### src/fsal_pkg.sv
// constants shared by the flash security and access limit block
package fsal_pkg;
   // ==========================================================
   // address geometry
   localparam int          ADDR_W            = 17;
   localparam int          BLOCK_SHIFT       = 14;
   localparam int          BLOCK_IDX_W       = 3;
   localparam int          SECTOR_SHIFT      = 10;
   localparam int          LIMIT_LOW_BITS    = 9;
   localparam int          LIMIT_W           = 8;
   // ==========================================================
   // register port
   localparam logic [7:0]  ACCESS_LIMIT_ADDR = 8'hB7;
   localparam logic [7:0]  ACCESS_LIMIT_RST  = 8'h00;
   localparam logic [7:0]  READ_ZERO         = 8'h00;
   // ==========================================================
   // lock byte placement per memory size
   localparam logic [16:0] WE_LOCK_ADDR_128K = 17'h1FBFE;
   localparam logic [16:0] RD_LOCK_ADDR_128K = 17'h1FBFF;
   localparam logic [16:0] WE_LOCK_ADDR_64K  = 17'h0FFFE;
   localparam logic [16:0] RD_LOCK_ADDR_64K  = 17'h0FFFF;
   localparam logic [2:0]  LOCK_BLOCK_BIT_128K = 3'h7;
   localparam logic [2:0]  LOCK_BLOCK_BIT_64K  = 3'h3;
   localparam logic [7:0]  LOCK_ALL_CLEAR    = 8'h00;
   // ==========================================================
   // operation codes
   typedef enum logic [1:0] {
      FSAL_OP_READ,
      FSAL_OP_WRITE,
      FSAL_OP_ERASE,
      FSAL_OP_EXEC
   } fsal_op_t;
endpackage : fsal_pkg

### src/fsal_limit_reg.sv
// write-once access limit register
`timescale 1ns/1ps
module fsal_limit_reg
   import fsal_pkg::*;
#(
   parameter int WIDTH = LIMIT_W
)
(
   // clock and reset
   input  wire logic             clock_in,
   input  wire logic             reset_in,
   input  wire logic             clk_en_in,
   // write side
   input  wire logic             write_in,
   input  wire logic [WIDTH-1:0] data_in,
   // state
   output logic      [WIDTH-1:0] value_out,
   output logic                  written_out
);
   initial
   begin
      if (WIDTH != LIMIT_W)
         $error("fsal_limit_reg: width must match the limit field");
   end

   // ==========================================================
   // first write after reset with clk_en_in high wins, the rest are dropped
   always_ff @(posedge clock_in)
   begin
      if (reset_in)
      begin
         value_out   <= ACCESS_LIMIT_RST;
         written_out <= 1'b0;
      end
      else if (clk_en_in && write_in && !written_out)
      begin
         value_out   <= data_in;
         written_out <= 1'b1;
      end
   end

   a_limit_once: assert property (@(posedge clock_in) disable iff (reset_in)
      written_out |=> ($stable(value_out) && written_out))
      else $error("access limit changed after first write");
endmodule : fsal_limit_reg

### src/fsal_top.sv
// flash security lock and access limit checker
// Functional notes
// - software write/erase needs enable bits set
// - each lock bit guards one 16k block
// - read lock bit zero blocks JTAG reads
// - write lock bit zero blocks JTAG write/erase
// - scratchpad locked only when whole byte zero
// - lock byte addresses depend on memory size
// - software may write, never erase, lock sector
// - read-locked data undefined, no JTAG debug
// - lock bytes always readable and writable
// - lock block guarded by bit 7 or 3
// - unlocked lock page may be JTAG erased
// - JTAG erase at lock byte erases all
// - full erase only from JTAG, never firmware
// - limit splits memory into lower and upper
// - upper code reading lower gets garbage
// - lower code reads everything freely
// - upper code cannot write/erase lower
// - limit is 8 MSBs, 9 zero LSBs
// - limit register is write-once per reset
// - reset limit zero opens all memory
`timescale 1ns/1ps
module fsal_top
   import fsal_pkg::*;
#(
   parameter bit VARIANT_128K = 1'b1
)
(
   // clock, reset, enable
   input  wire logic              clock_in,
   input  wire logic              reset_in,
   input  wire logic              clk_en_in,
   // special register port
   input  wire logic              sfr_write_in,
   input  wire logic              sfr_read_in,
   input  wire logic [7:0]        sfr_addr_in,
   input  wire logic [7:0]        sfr_wdata_in,
   output logic      [7:0]        sfr_rdata_out,
   // software enable bits
   input  wire logic              program_store_write_enable_in,
   input  wire logic              program_store_erase_enable_in,
   input  wire logic              flash_write_erase_enable_in,
   // processor core requests
   input  wire logic              cpu_req_in,
   input  wire logic [1:0]        cpu_op_in,
   input  wire logic [ADDR_W-1:0] cpu_addr_in,
   input  wire logic [ADDR_W-1:0] cpu_pc_in,
   output logic                   cpu_grant_out,
   output logic                   cpu_deny_out,
   output logic                   cpu_data_valid_out,
   // jtag requests
   input  wire logic              jtag_req_in,
   input  wire logic [1:0]        jtag_op_in,
   input  wire logic [ADDR_W-1:0] jtag_addr_in,
   input  wire logic              jtag_scratch_in,
   output logic                   jtag_grant_out,
   output logic                   jtag_deny_out,
   output logic                   jtag_data_valid_out,
   output logic                   full_erase_out,
   // lock bytes held in flash
   input  wire logic [7:0]        read_lock_in,
   input  wire logic [7:0]        write_lock_in,
   // state
   output logic [ADDR_W-1:0]      access_limit_address_out,
   output logic                   limit_written_out
);
   // ==========================================================
   // variant constants
   localparam logic [16:0] WE_LOCK_ADDR   = VARIANT_128K ? WE_LOCK_ADDR_128K : WE_LOCK_ADDR_64K;
   localparam logic [16:0] RD_LOCK_ADDR   = VARIANT_128K ? RD_LOCK_ADDR_128K : RD_LOCK_ADDR_64K;
   localparam logic [2:0]  LOCK_BLOCK_BIT = VARIANT_128K ? LOCK_BLOCK_BIT_128K : LOCK_BLOCK_BIT_64K;

   initial
   begin
      if (ADDR_W != BLOCK_SHIFT + BLOCK_IDX_W)
         $error("fsal_top: block index does not cover the address");
   end

   // ==========================================================
   // access limit register
   logic [LIMIT_W-1:0] access_limit_register;
   logic [ADDR_W-1:0]  access_limit_address;
   logic               limit_wr;

   assign limit_wr = sfr_write_in && (sfr_addr_in == ACCESS_LIMIT_ADDR);

   fsal_limit_reg #(
      .WIDTH       (LIMIT_W)
   ) u_limit (
      .clock_in    (clock_in),
      .reset_in    (reset_in),
      .clk_en_in   (clk_en_in),
      .write_in    (limit_wr),
      .data_in     (sfr_wdata_in),
      .value_out   (access_limit_register),
      .written_out (limit_written_out)
   );

   // reset value zero puts the limit at address zero
   assign access_limit_address = {access_limit_register, {LIMIT_LOW_BITS{1'b0}}};

   always_ff @(posedge clock_in)
   begin
      if (reset_in)
         sfr_rdata_out <= READ_ZERO;
      else if (clk_en_in && sfr_read_in)
         sfr_rdata_out <= (sfr_addr_in == ACCESS_LIMIT_ADDR) ? access_limit_register : READ_ZERO;
   end

   always_ff @(posedge clock_in)
   begin
      if (reset_in)
         access_limit_address_out <= {ADDR_W{1'b0}};
      else if (clk_en_in)
         access_limit_address_out <= access_limit_address;
   end

   // ==========================================================
   // processor side decision
   logic cpu_tgt_lower;
   logic cpu_pc_upper;
   logic cpu_cross;
   logic cpu_lock_sector;
   logic cpu_ok;
   logic cpu_valid;

   assign cpu_tgt_lower   = cpu_addr_in < access_limit_address;
   assign cpu_pc_upper    = cpu_pc_in >= access_limit_address;
   assign cpu_cross       = cpu_pc_upper && cpu_tgt_lower;
   assign cpu_lock_sector = (cpu_addr_in[ADDR_W-1:SECTOR_SHIFT] == WE_LOCK_ADDR[ADDR_W-1:SECTOR_SHIFT]);

   always_comb
   begin
      cpu_ok    = 1'b0;
      cpu_valid = 1'b0;
      case (cpu_op_in)
         FSAL_OP_EXEC:
         begin
            cpu_ok    = 1'b1;
            cpu_valid = 1'b1;
         end
         FSAL_OP_READ:
         begin
            cpu_ok    = 1'b1;
            cpu_valid = !cpu_cross;
         end
         FSAL_OP_WRITE:
            cpu_ok = program_store_write_enable_in
                  && flash_write_erase_enable_in
                  && !cpu_cross;
         FSAL_OP_ERASE:
            cpu_ok = program_store_write_enable_in
                  && program_store_erase_enable_in
                  && flash_write_erase_enable_in
                  && !cpu_lock_sector
                  && !cpu_cross;
         default:
         begin
            cpu_ok    = 1'b0;
            cpu_valid = 1'b0;
         end
      endcase
   end

   always_ff @(posedge clock_in)
   begin
      if (reset_in)
      begin
         cpu_grant_out      <= 1'b0;
         cpu_deny_out       <= 1'b0;
         cpu_data_valid_out <= 1'b0;
      end
      else if (clk_en_in)
      begin
         cpu_grant_out      <= cpu_req_in && cpu_ok;
         cpu_deny_out       <= cpu_req_in && !cpu_ok;
         cpu_data_valid_out <= cpu_req_in && cpu_ok && cpu_valid;
      end
   end

   // ==========================================================
   // jtag side decision
   logic [BLOCK_IDX_W-1:0] jtag_blk;
   logic                   jtag_is_lock_byte;
   logic                   jtag_lock_sector;
   logic                   jtag_rd_locked;
   logic                   jtag_wr_locked;
   logic                   jtag_ok;
   logic                   jtag_full;

   assign jtag_is_lock_byte = (jtag_addr_in == WE_LOCK_ADDR) || (jtag_addr_in == RD_LOCK_ADDR);
   assign jtag_lock_sector  = (jtag_addr_in[ADDR_W-1:SECTOR_SHIFT] == WE_LOCK_ADDR[ADDR_W-1:SECTOR_SHIFT]);
   // lock sector follows its own guard bit, other addresses their block
   assign jtag_blk          = jtag_lock_sector ? LOCK_BLOCK_BIT
                                               : jtag_addr_in[ADDR_W-1:BLOCK_SHIFT];

   always_comb
   begin
      if (jtag_scratch_in)
      begin
         jtag_rd_locked = (read_lock_in == LOCK_ALL_CLEAR);
         jtag_wr_locked = (write_lock_in == LOCK_ALL_CLEAR);
      end
      else
      begin
         jtag_rd_locked = !read_lock_in[jtag_blk];
         jtag_wr_locked = !write_lock_in[jtag_blk];
      end
   end

   always_comb
   begin
      jtag_ok   = 1'b0;
      jtag_full = 1'b0;
      case (jtag_op_in)
         FSAL_OP_READ:
            jtag_ok = (jtag_is_lock_byte && !jtag_scratch_in) || !jtag_rd_locked;
         FSAL_OP_WRITE:
            jtag_ok = (jtag_is_lock_byte && !jtag_scratch_in) || !jtag_wr_locked;
         FSAL_OP_ERASE:
         begin
            if (jtag_is_lock_byte && !jtag_scratch_in)
            begin
               jtag_ok   = 1'b1;
               jtag_full = 1'b1;
            end
            else
               jtag_ok = !jtag_wr_locked;
         end
         FSAL_OP_EXEC:
            jtag_ok = !jtag_rd_locked;
         default:
         begin
            jtag_ok   = 1'b0;
            jtag_full = 1'b0;
         end
      endcase
   end

   always_ff @(posedge clock_in)
   begin
      if (reset_in)
      begin
         jtag_grant_out      <= 1'b0;
         jtag_deny_out       <= 1'b0;
         jtag_data_valid_out <= 1'b0;
         full_erase_out      <= 1'b0;
      end
      else if (clk_en_in)
      begin
         jtag_grant_out      <= jtag_req_in && jtag_ok;
         jtag_deny_out       <= jtag_req_in && !jtag_ok;
         // locked read data is flagged undefined
         jtag_data_valid_out <= jtag_req_in && jtag_ok && (jtag_op_in == FSAL_OP_READ);
         full_erase_out      <= jtag_req_in && jtag_full;
      end
   end

   // ==========================================================
   // checks
   a_cpu_write_enable: assert property (@(posedge clock_in) disable iff (reset_in)
      (clk_en_in && cpu_req_in && cpu_op_in == FSAL_OP_WRITE && !program_store_write_enable_in)
      |=> (cpu_deny_out && !cpu_grant_out))
      else $error("software write taken without write enable");

   a_cpu_erase_enable: assert property (@(posedge clock_in) disable iff (reset_in)
      (clk_en_in && cpu_req_in && cpu_op_in == FSAL_OP_ERASE
       && !(program_store_erase_enable_in && flash_write_erase_enable_in))
      |=> cpu_deny_out)
      else $error("software erase taken without erase enable");

   a_lock_sector_erase: assert property (@(posedge clock_in) disable iff (reset_in)
      (clk_en_in && cpu_req_in && cpu_op_in == FSAL_OP_ERASE
       && cpu_addr_in[ADDR_W-1:SECTOR_SHIFT] == WE_LOCK_ADDR[ADDR_W-1:SECTOR_SHIFT])
      |=> !cpu_grant_out)
      else $error("software erased the lock byte sector");

   a_cpu_cross_read: assert property (@(posedge clock_in) disable iff (reset_in)
      (clk_en_in && cpu_req_in && cpu_op_in == FSAL_OP_READ
       && cpu_pc_in >= access_limit_address && cpu_addr_in < access_limit_address)
      |=> (cpu_grant_out && !cpu_data_valid_out))
      else $error("upper code read lower partition data");

   a_cpu_lower_read: assert property (@(posedge clock_in) disable iff (reset_in)
      (clk_en_in && cpu_req_in && cpu_op_in == FSAL_OP_READ && cpu_pc_in < access_limit_address)
      |=> cpu_data_valid_out)
      else $error("lower code read refused");

   a_cpu_cross_write: assert property (@(posedge clock_in) disable iff (reset_in)
      (clk_en_in && cpu_req_in && cpu_op_in != FSAL_OP_READ && cpu_op_in != FSAL_OP_EXEC
       && cpu_pc_in >= access_limit_address && cpu_addr_in < access_limit_address)
      |=> cpu_deny_out)
      else $error("upper code altered lower partition");

   a_jtag_read_lock: assert property (@(posedge clock_in) disable iff (reset_in)
      (clk_en_in && jtag_req_in && jtag_op_in == FSAL_OP_READ && !jtag_scratch_in
       && !jtag_is_lock_byte && !read_lock_in[jtag_addr_in[ADDR_W-1:BLOCK_SHIFT]])
      |=> (jtag_deny_out && !jtag_data_valid_out))
      else $error("jtag read of read-locked block");

   a_jtag_write_lock: assert property (@(posedge clock_in) disable iff (reset_in)
      (clk_en_in && jtag_req_in && jtag_op_in == FSAL_OP_WRITE && !jtag_scratch_in
       && !jtag_is_lock_byte && !write_lock_in[jtag_addr_in[ADDR_W-1:BLOCK_SHIFT]])
      |=> jtag_deny_out)
      else $error("jtag write of write-locked block");

   a_scratch_lock: assert property (@(posedge clock_in) disable iff (reset_in)
      (clk_en_in && jtag_req_in && jtag_scratch_in && jtag_op_in == FSAL_OP_READ
       && read_lock_in != LOCK_ALL_CLEAR)
      |=> jtag_grant_out)
      else $error("scratchpad read refused with lock byte not clear");

   a_lock_byte_access: assert property (@(posedge clock_in) disable iff (reset_in)
      (clk_en_in && jtag_req_in && !jtag_scratch_in && jtag_addr_in == RD_LOCK_ADDR
       && jtag_op_in != FSAL_OP_EXEC)
      |=> jtag_grant_out)
      else $error("lock byte access refused");

   a_full_erase: assert property (@(posedge clock_in) disable iff (reset_in)
      (clk_en_in && jtag_req_in && jtag_op_in == FSAL_OP_ERASE && !jtag_scratch_in
       && jtag_addr_in == WE_LOCK_ADDR)
      |=> (full_erase_out && jtag_grant_out))
      else $error("erase at lock byte did not erase all");

   a_full_erase_src: assert property (@(posedge clock_in) disable iff (reset_in)
      (full_erase_out && $past(clk_en_in)) |-> $past(jtag_req_in))
      else $error("full erase without jtag request");

   a_lock_page_erase: assert property (@(posedge clock_in) disable iff (reset_in)
      (clk_en_in && jtag_req_in && jtag_op_in == FSAL_OP_ERASE && !jtag_scratch_in
       && jtag_lock_sector && !jtag_is_lock_byte && write_lock_in[LOCK_BLOCK_BIT])
      |=> (jtag_grant_out && !full_erase_out))
      else $error("unlocked lock page erase refused");

   a_limit_split: assert property (@(posedge clock_in) disable iff (reset_in)
      ($past(clk_en_in) && !$past(reset_in))
      |-> (access_limit_address_out == {$past(access_limit_register), {LIMIT_LOW_BITS{1'b0}}}))
      else $error("limit address output not formed from register");

   a_limit_reset: assert property (@(posedge clock_in)
      $past(reset_in) |-> (access_limit_address == {ADDR_W{1'b0}}))
      else $error("limit not zero after reset");
endmodule : fsal_top
### config.mk
export PLATFORM = sky130hd
export DESIGN_NAME = fsal_top
export DESIGN_NICKNAME = d
export VERILOG_FILES = /design/src/fsal_pkg.sv /design/src/fsal_limit_reg.sv /design/src/fsal_top.sv
export SDC_FILE = /design/constraint.sdc
export NUM_CORES = 1
export LEC_CHECK = 0
export BUFFER_PORTS_ARGS = -buffer_cell sky130_fd_sc_hd__buf_2
export CELL_PAD_IN_SITES_DETAIL_PLACEMENT = 0
export CELL_PAD_IN_SITES_GLOBAL_PLACEMENT = 1
export CORE_MARGIN = 2
export CORE_UTILIZATION = 27
export CTS_CLUSTER_DIAMETER = 100
export DETAILED_ROUTE_END_ITERATION = 6
export PLACE_DENSITY = 0.8
export SYNTH_ARGS = -nofsm -noshare
export SYNTH_HDL_FRONTEND = slang
export SYNTH_SLANG_ARGS = --single-unit
### constraint.sdc
create_clock -name clock_in -period 2.3 [get_ports clock_in]
set_input_delay 0.115 -clock clock_in [delete_from_list [all_inputs] [get_ports clock_in]]
set_output_delay 0.115 -clock clock_in [all_outputs]
set_load 0.01 [all_outputs]
==> run_results.csv <==
group,metric,value,unit
outcome,outcome,"completed",
sta,setup-tns-final,0,ns
critical_path,critPathCaptureType,"flip-flop",
sta,period_minus_slack,2.09,ns
sta,rsz0062_at_grt,"false",
yosys,synth_seq_cells,32,
floorplan,core_area,0.00718,mm²
yosys,ys_types,41,
yosys,ys_async_sr_fraction,0,
grt,gr-total-overflow,0,
yosys,yosysWarnings,0,
power,power_density,495,mW/mm²
yosys,yosysTopAreaCellShare,0.324,
power,p_switching,0.000308,W
sta,hold_slack,0.0729,ns
place,post-place-cells,429,
clock_network,cts_tree,"done",
floorplan,start_util,0.275,
power,switching_share,0.227,
yosys,netlist_instances,224,
yosys,yosysTopAreaCell,"dfxtp_1",
power,internal_power,0.00105,W
clock_network,clock_path_buffers,2,
job,maxCapViolCount,0,
floorplan,fp.dieW,89.5,µm
cells_and_area,drive_gt1_frac,0.396,
power,power_frac_comb,0.156,
sta,tightest_slew,0.575,ns
critical_path,critPathRequiredTime,2.44,ns
place,dp_hpwl,4490,µm
yosys,synth_edf_count,0,
floorplan,ios,131,
grt,grt_usage,0.128,
clock_network,hold_buffers,0,
yosys,synth.most_common_cell,"dfxtp_1",
yosys,synthesis.area,0.00197,mm²
power,peakVddDrop,0.000198,V
sta,maxSlewViolCount,0,
clock_network,cts_resized,0,
route,first_pass_iters,4,
clock_network,cts-root-buf,"clkbuf_8",
clock_network,htree_levels,2,
sta,timing.max_slew.rel_slack,0.616,
clock_network,cts_setup_buffers,0,
yosys,yosysSeqAreaShare,0.324,
sta,setup_viol,0,
clock_network,clkTransAtPathRegs,0.06,ns
critical_path,critPathTopFamily,"compound AO/OA/AOI/OAI gates",
floorplan,die_h,89.5,µm
yosys,syn_area_per_cell,8.81,µm²
power,p_clk_frac,0.430,
floorplan,fp-row-count,31,
clock_network,cts_sinks,32,
cells_and_area,final_cells,437,
critical_path,arrival,2.24,ns
power,power,0.00136,W
critical_path,crit_path_max_incr_delay,0.44,ns
critical_path,start_kind,"flip-flop",
power,leakagePower,1.28,nW
cells_and_area,nets,453,
critical_path,critPathMaxFanout,2,
cells_and_area,diodes,0,
route,viasPerCell,4.54,
yosys,synthTopCellsByCount,"32 x dfxtp_1, 24 x nor2_1, 18 x ha_1",
critical_path,path_buf_inv,0,
place,dpl_cell_area,0.00262,mm²
cells_and_area,design_area,0.00275,mm²
critical_path,crit_type,"flip-flop to flip-flop",
floorplan,die_area,0.00801,mm²
cells_and_area,syn_to_final_growth,39.0,%
yosys,synth.area.top_cells,"dfxtp_1 32%, ha_1 11%, mux2i_1 8.1%",
route,drcViolationCount,0,
route,drtAntennaViolNets,0,
route,wl_per_cell,12.3,µm
route,drtIter0Drc,73,
grt,grt_max_degree,33,
grt,antenna_found_initial,0,
yosys,ys.flop_type,"dfxtp_1",
place,portBuffers,111,
worst_hold_path,hp-class,"primary input to flip-flop",
grt,grt_pass1_wl,8200,µm
sta,fmax,478,MHz
sta,skew,0.00299,ns
place,gp_congestion,0.867,
critical_path,crit_chain,"ha_1, or4b_1, o41ai_2, nand4_1, a21o_1, o31ai_2, o31ai_1",
critical_path,cp_slowest_cell,"or4b_1",
route,vias,1985,
clock_network,cts_made_buffers,5,
route,wl,5390,µm
sta,hold_viol,0,
power,p_seq_frac,0.413,
sta,fin_crit_sh,0.910,
grt,grt_pass1_vias,1864,
clock_network,clock_latency,0.28,ns
-- tightest hold or removal path: cells and delay by family --
kind / cells / cell delay (ns)
mux: 1 / 0.05
buf+inv: 1 / 0.07
simple gates: 1 / 0.07
-- metal layers --
metal | vias up | track usage | wire length [µm]
met3 | 4 | 0.0323 | 466
met2 | 72 | 0.214 | 2440
li1 | 1024 | - | -
met5 | - | 0 | 0
met1 | 885 | 0.160 | 2440
met4 | 0 | 0.0461 | 43
-- power by group through the flow --
stage               clock, W  sequential (W)  combinational (W)
finish              0.000584        0.000561           0.000212
detailed placement         0        0.000574           0.000213
global route        0.000619        0.000561           0.000240
CTS                 0.000600        0.000561           0.000214
global placement           0        0.000574           0.000208
floorplan                  0        0.000576           0.000112
-- final timing paths --
kind | to | slack, ns | cells past startpoint | start
worst max-delay path | cpu_grant_out$_SDFFE_PP0P_ | 0.21 | 7 | u_limit.value_out[0]$_SDFFE_PP0P_
worst min-delay path | u_limit.value_out[2]$_SDFFE_PP0P_ | 0.07 | 3 | sfr_wdata_in[2]
worst max register to register | cpu_grant_out$_SDFFE_PP0P_ | 0.21 | 7 | u_limit.value_out[0]$_SDFFE_PP0P_
worst min register to register | sfr_rdata_out[4]$_SDFFE_PP0P_ | 0.46 | 2 | sfr_rdata_out[4]$_SDFFE_PP0P_
-- state kept, by name, indices dropped and copies added, names as in the netlist --
register                  cells
u_limit.written_out           1
jtag_grant_out                1
access_limit_address_out      8
jtag_data_valid_out           1
sfr_rdata_out                 8
full_erase_out                1
jtag_deny_out                 1
cpu_deny_out                  1
u_limit.value_out             8
cpu_grant_out                 1
cpu_data_valid_out            1
-- stage by stage --
step	utilization	setup slack (ns)
finish	0.383	0.206
global route	0.383	0.0658
CTS	0.383	0.178
detailed placement	0.365	0.202
global placement	0.365	0.218
floorplan	-	0.327
-- area by class of cell --
cell class,instances,area [µm²]
Multi-Input combinational cell,168,1220
Inverter,16,60.1
Clock inverter,1,30.0
Clock buffer,7,96.3
Fill cell,758,4430
Sequential cell,32,641
Tap cell,99,124
Timing Repair Buffer,114,578
-- kinds of logic (layout without fill, tap and decap cells) --
kind of cell               Yosys count  after routing  synth area share
DFF                                 32             32             0.324
muxes                               22             22             0.138
buffers and inverters               32            138            0.0779
and+or+nand+nor                     81             81             0.208
adders and majority gates           18             18             0.114
AOI/OAI and AO/OA                   38             38             0.135
other                                1              9           0.00190
-- cell usage in the layout, fill, tap and decap left out, drive strengths merged, types with 2 or more instances in the layout --
cell and count:
a211oi 2, a21o 4, a21oi 13, a31o 2, a41oi 2, and2 2, and3 2, buf 114
clkbuf 7, conb 9, dfxtp 32, ha 18, inv 16, mux2 2, mux2i 16, mux4 4
nand2 16, nand3 14, nand3b 2, nand4 4, nand4b 4, nor2 24, nor2b 2, nor4 5
o211ai 2, o21ai 5, o31ai 2, o41ai 2
Note: power is estimated with default switching activity, not from simulation.
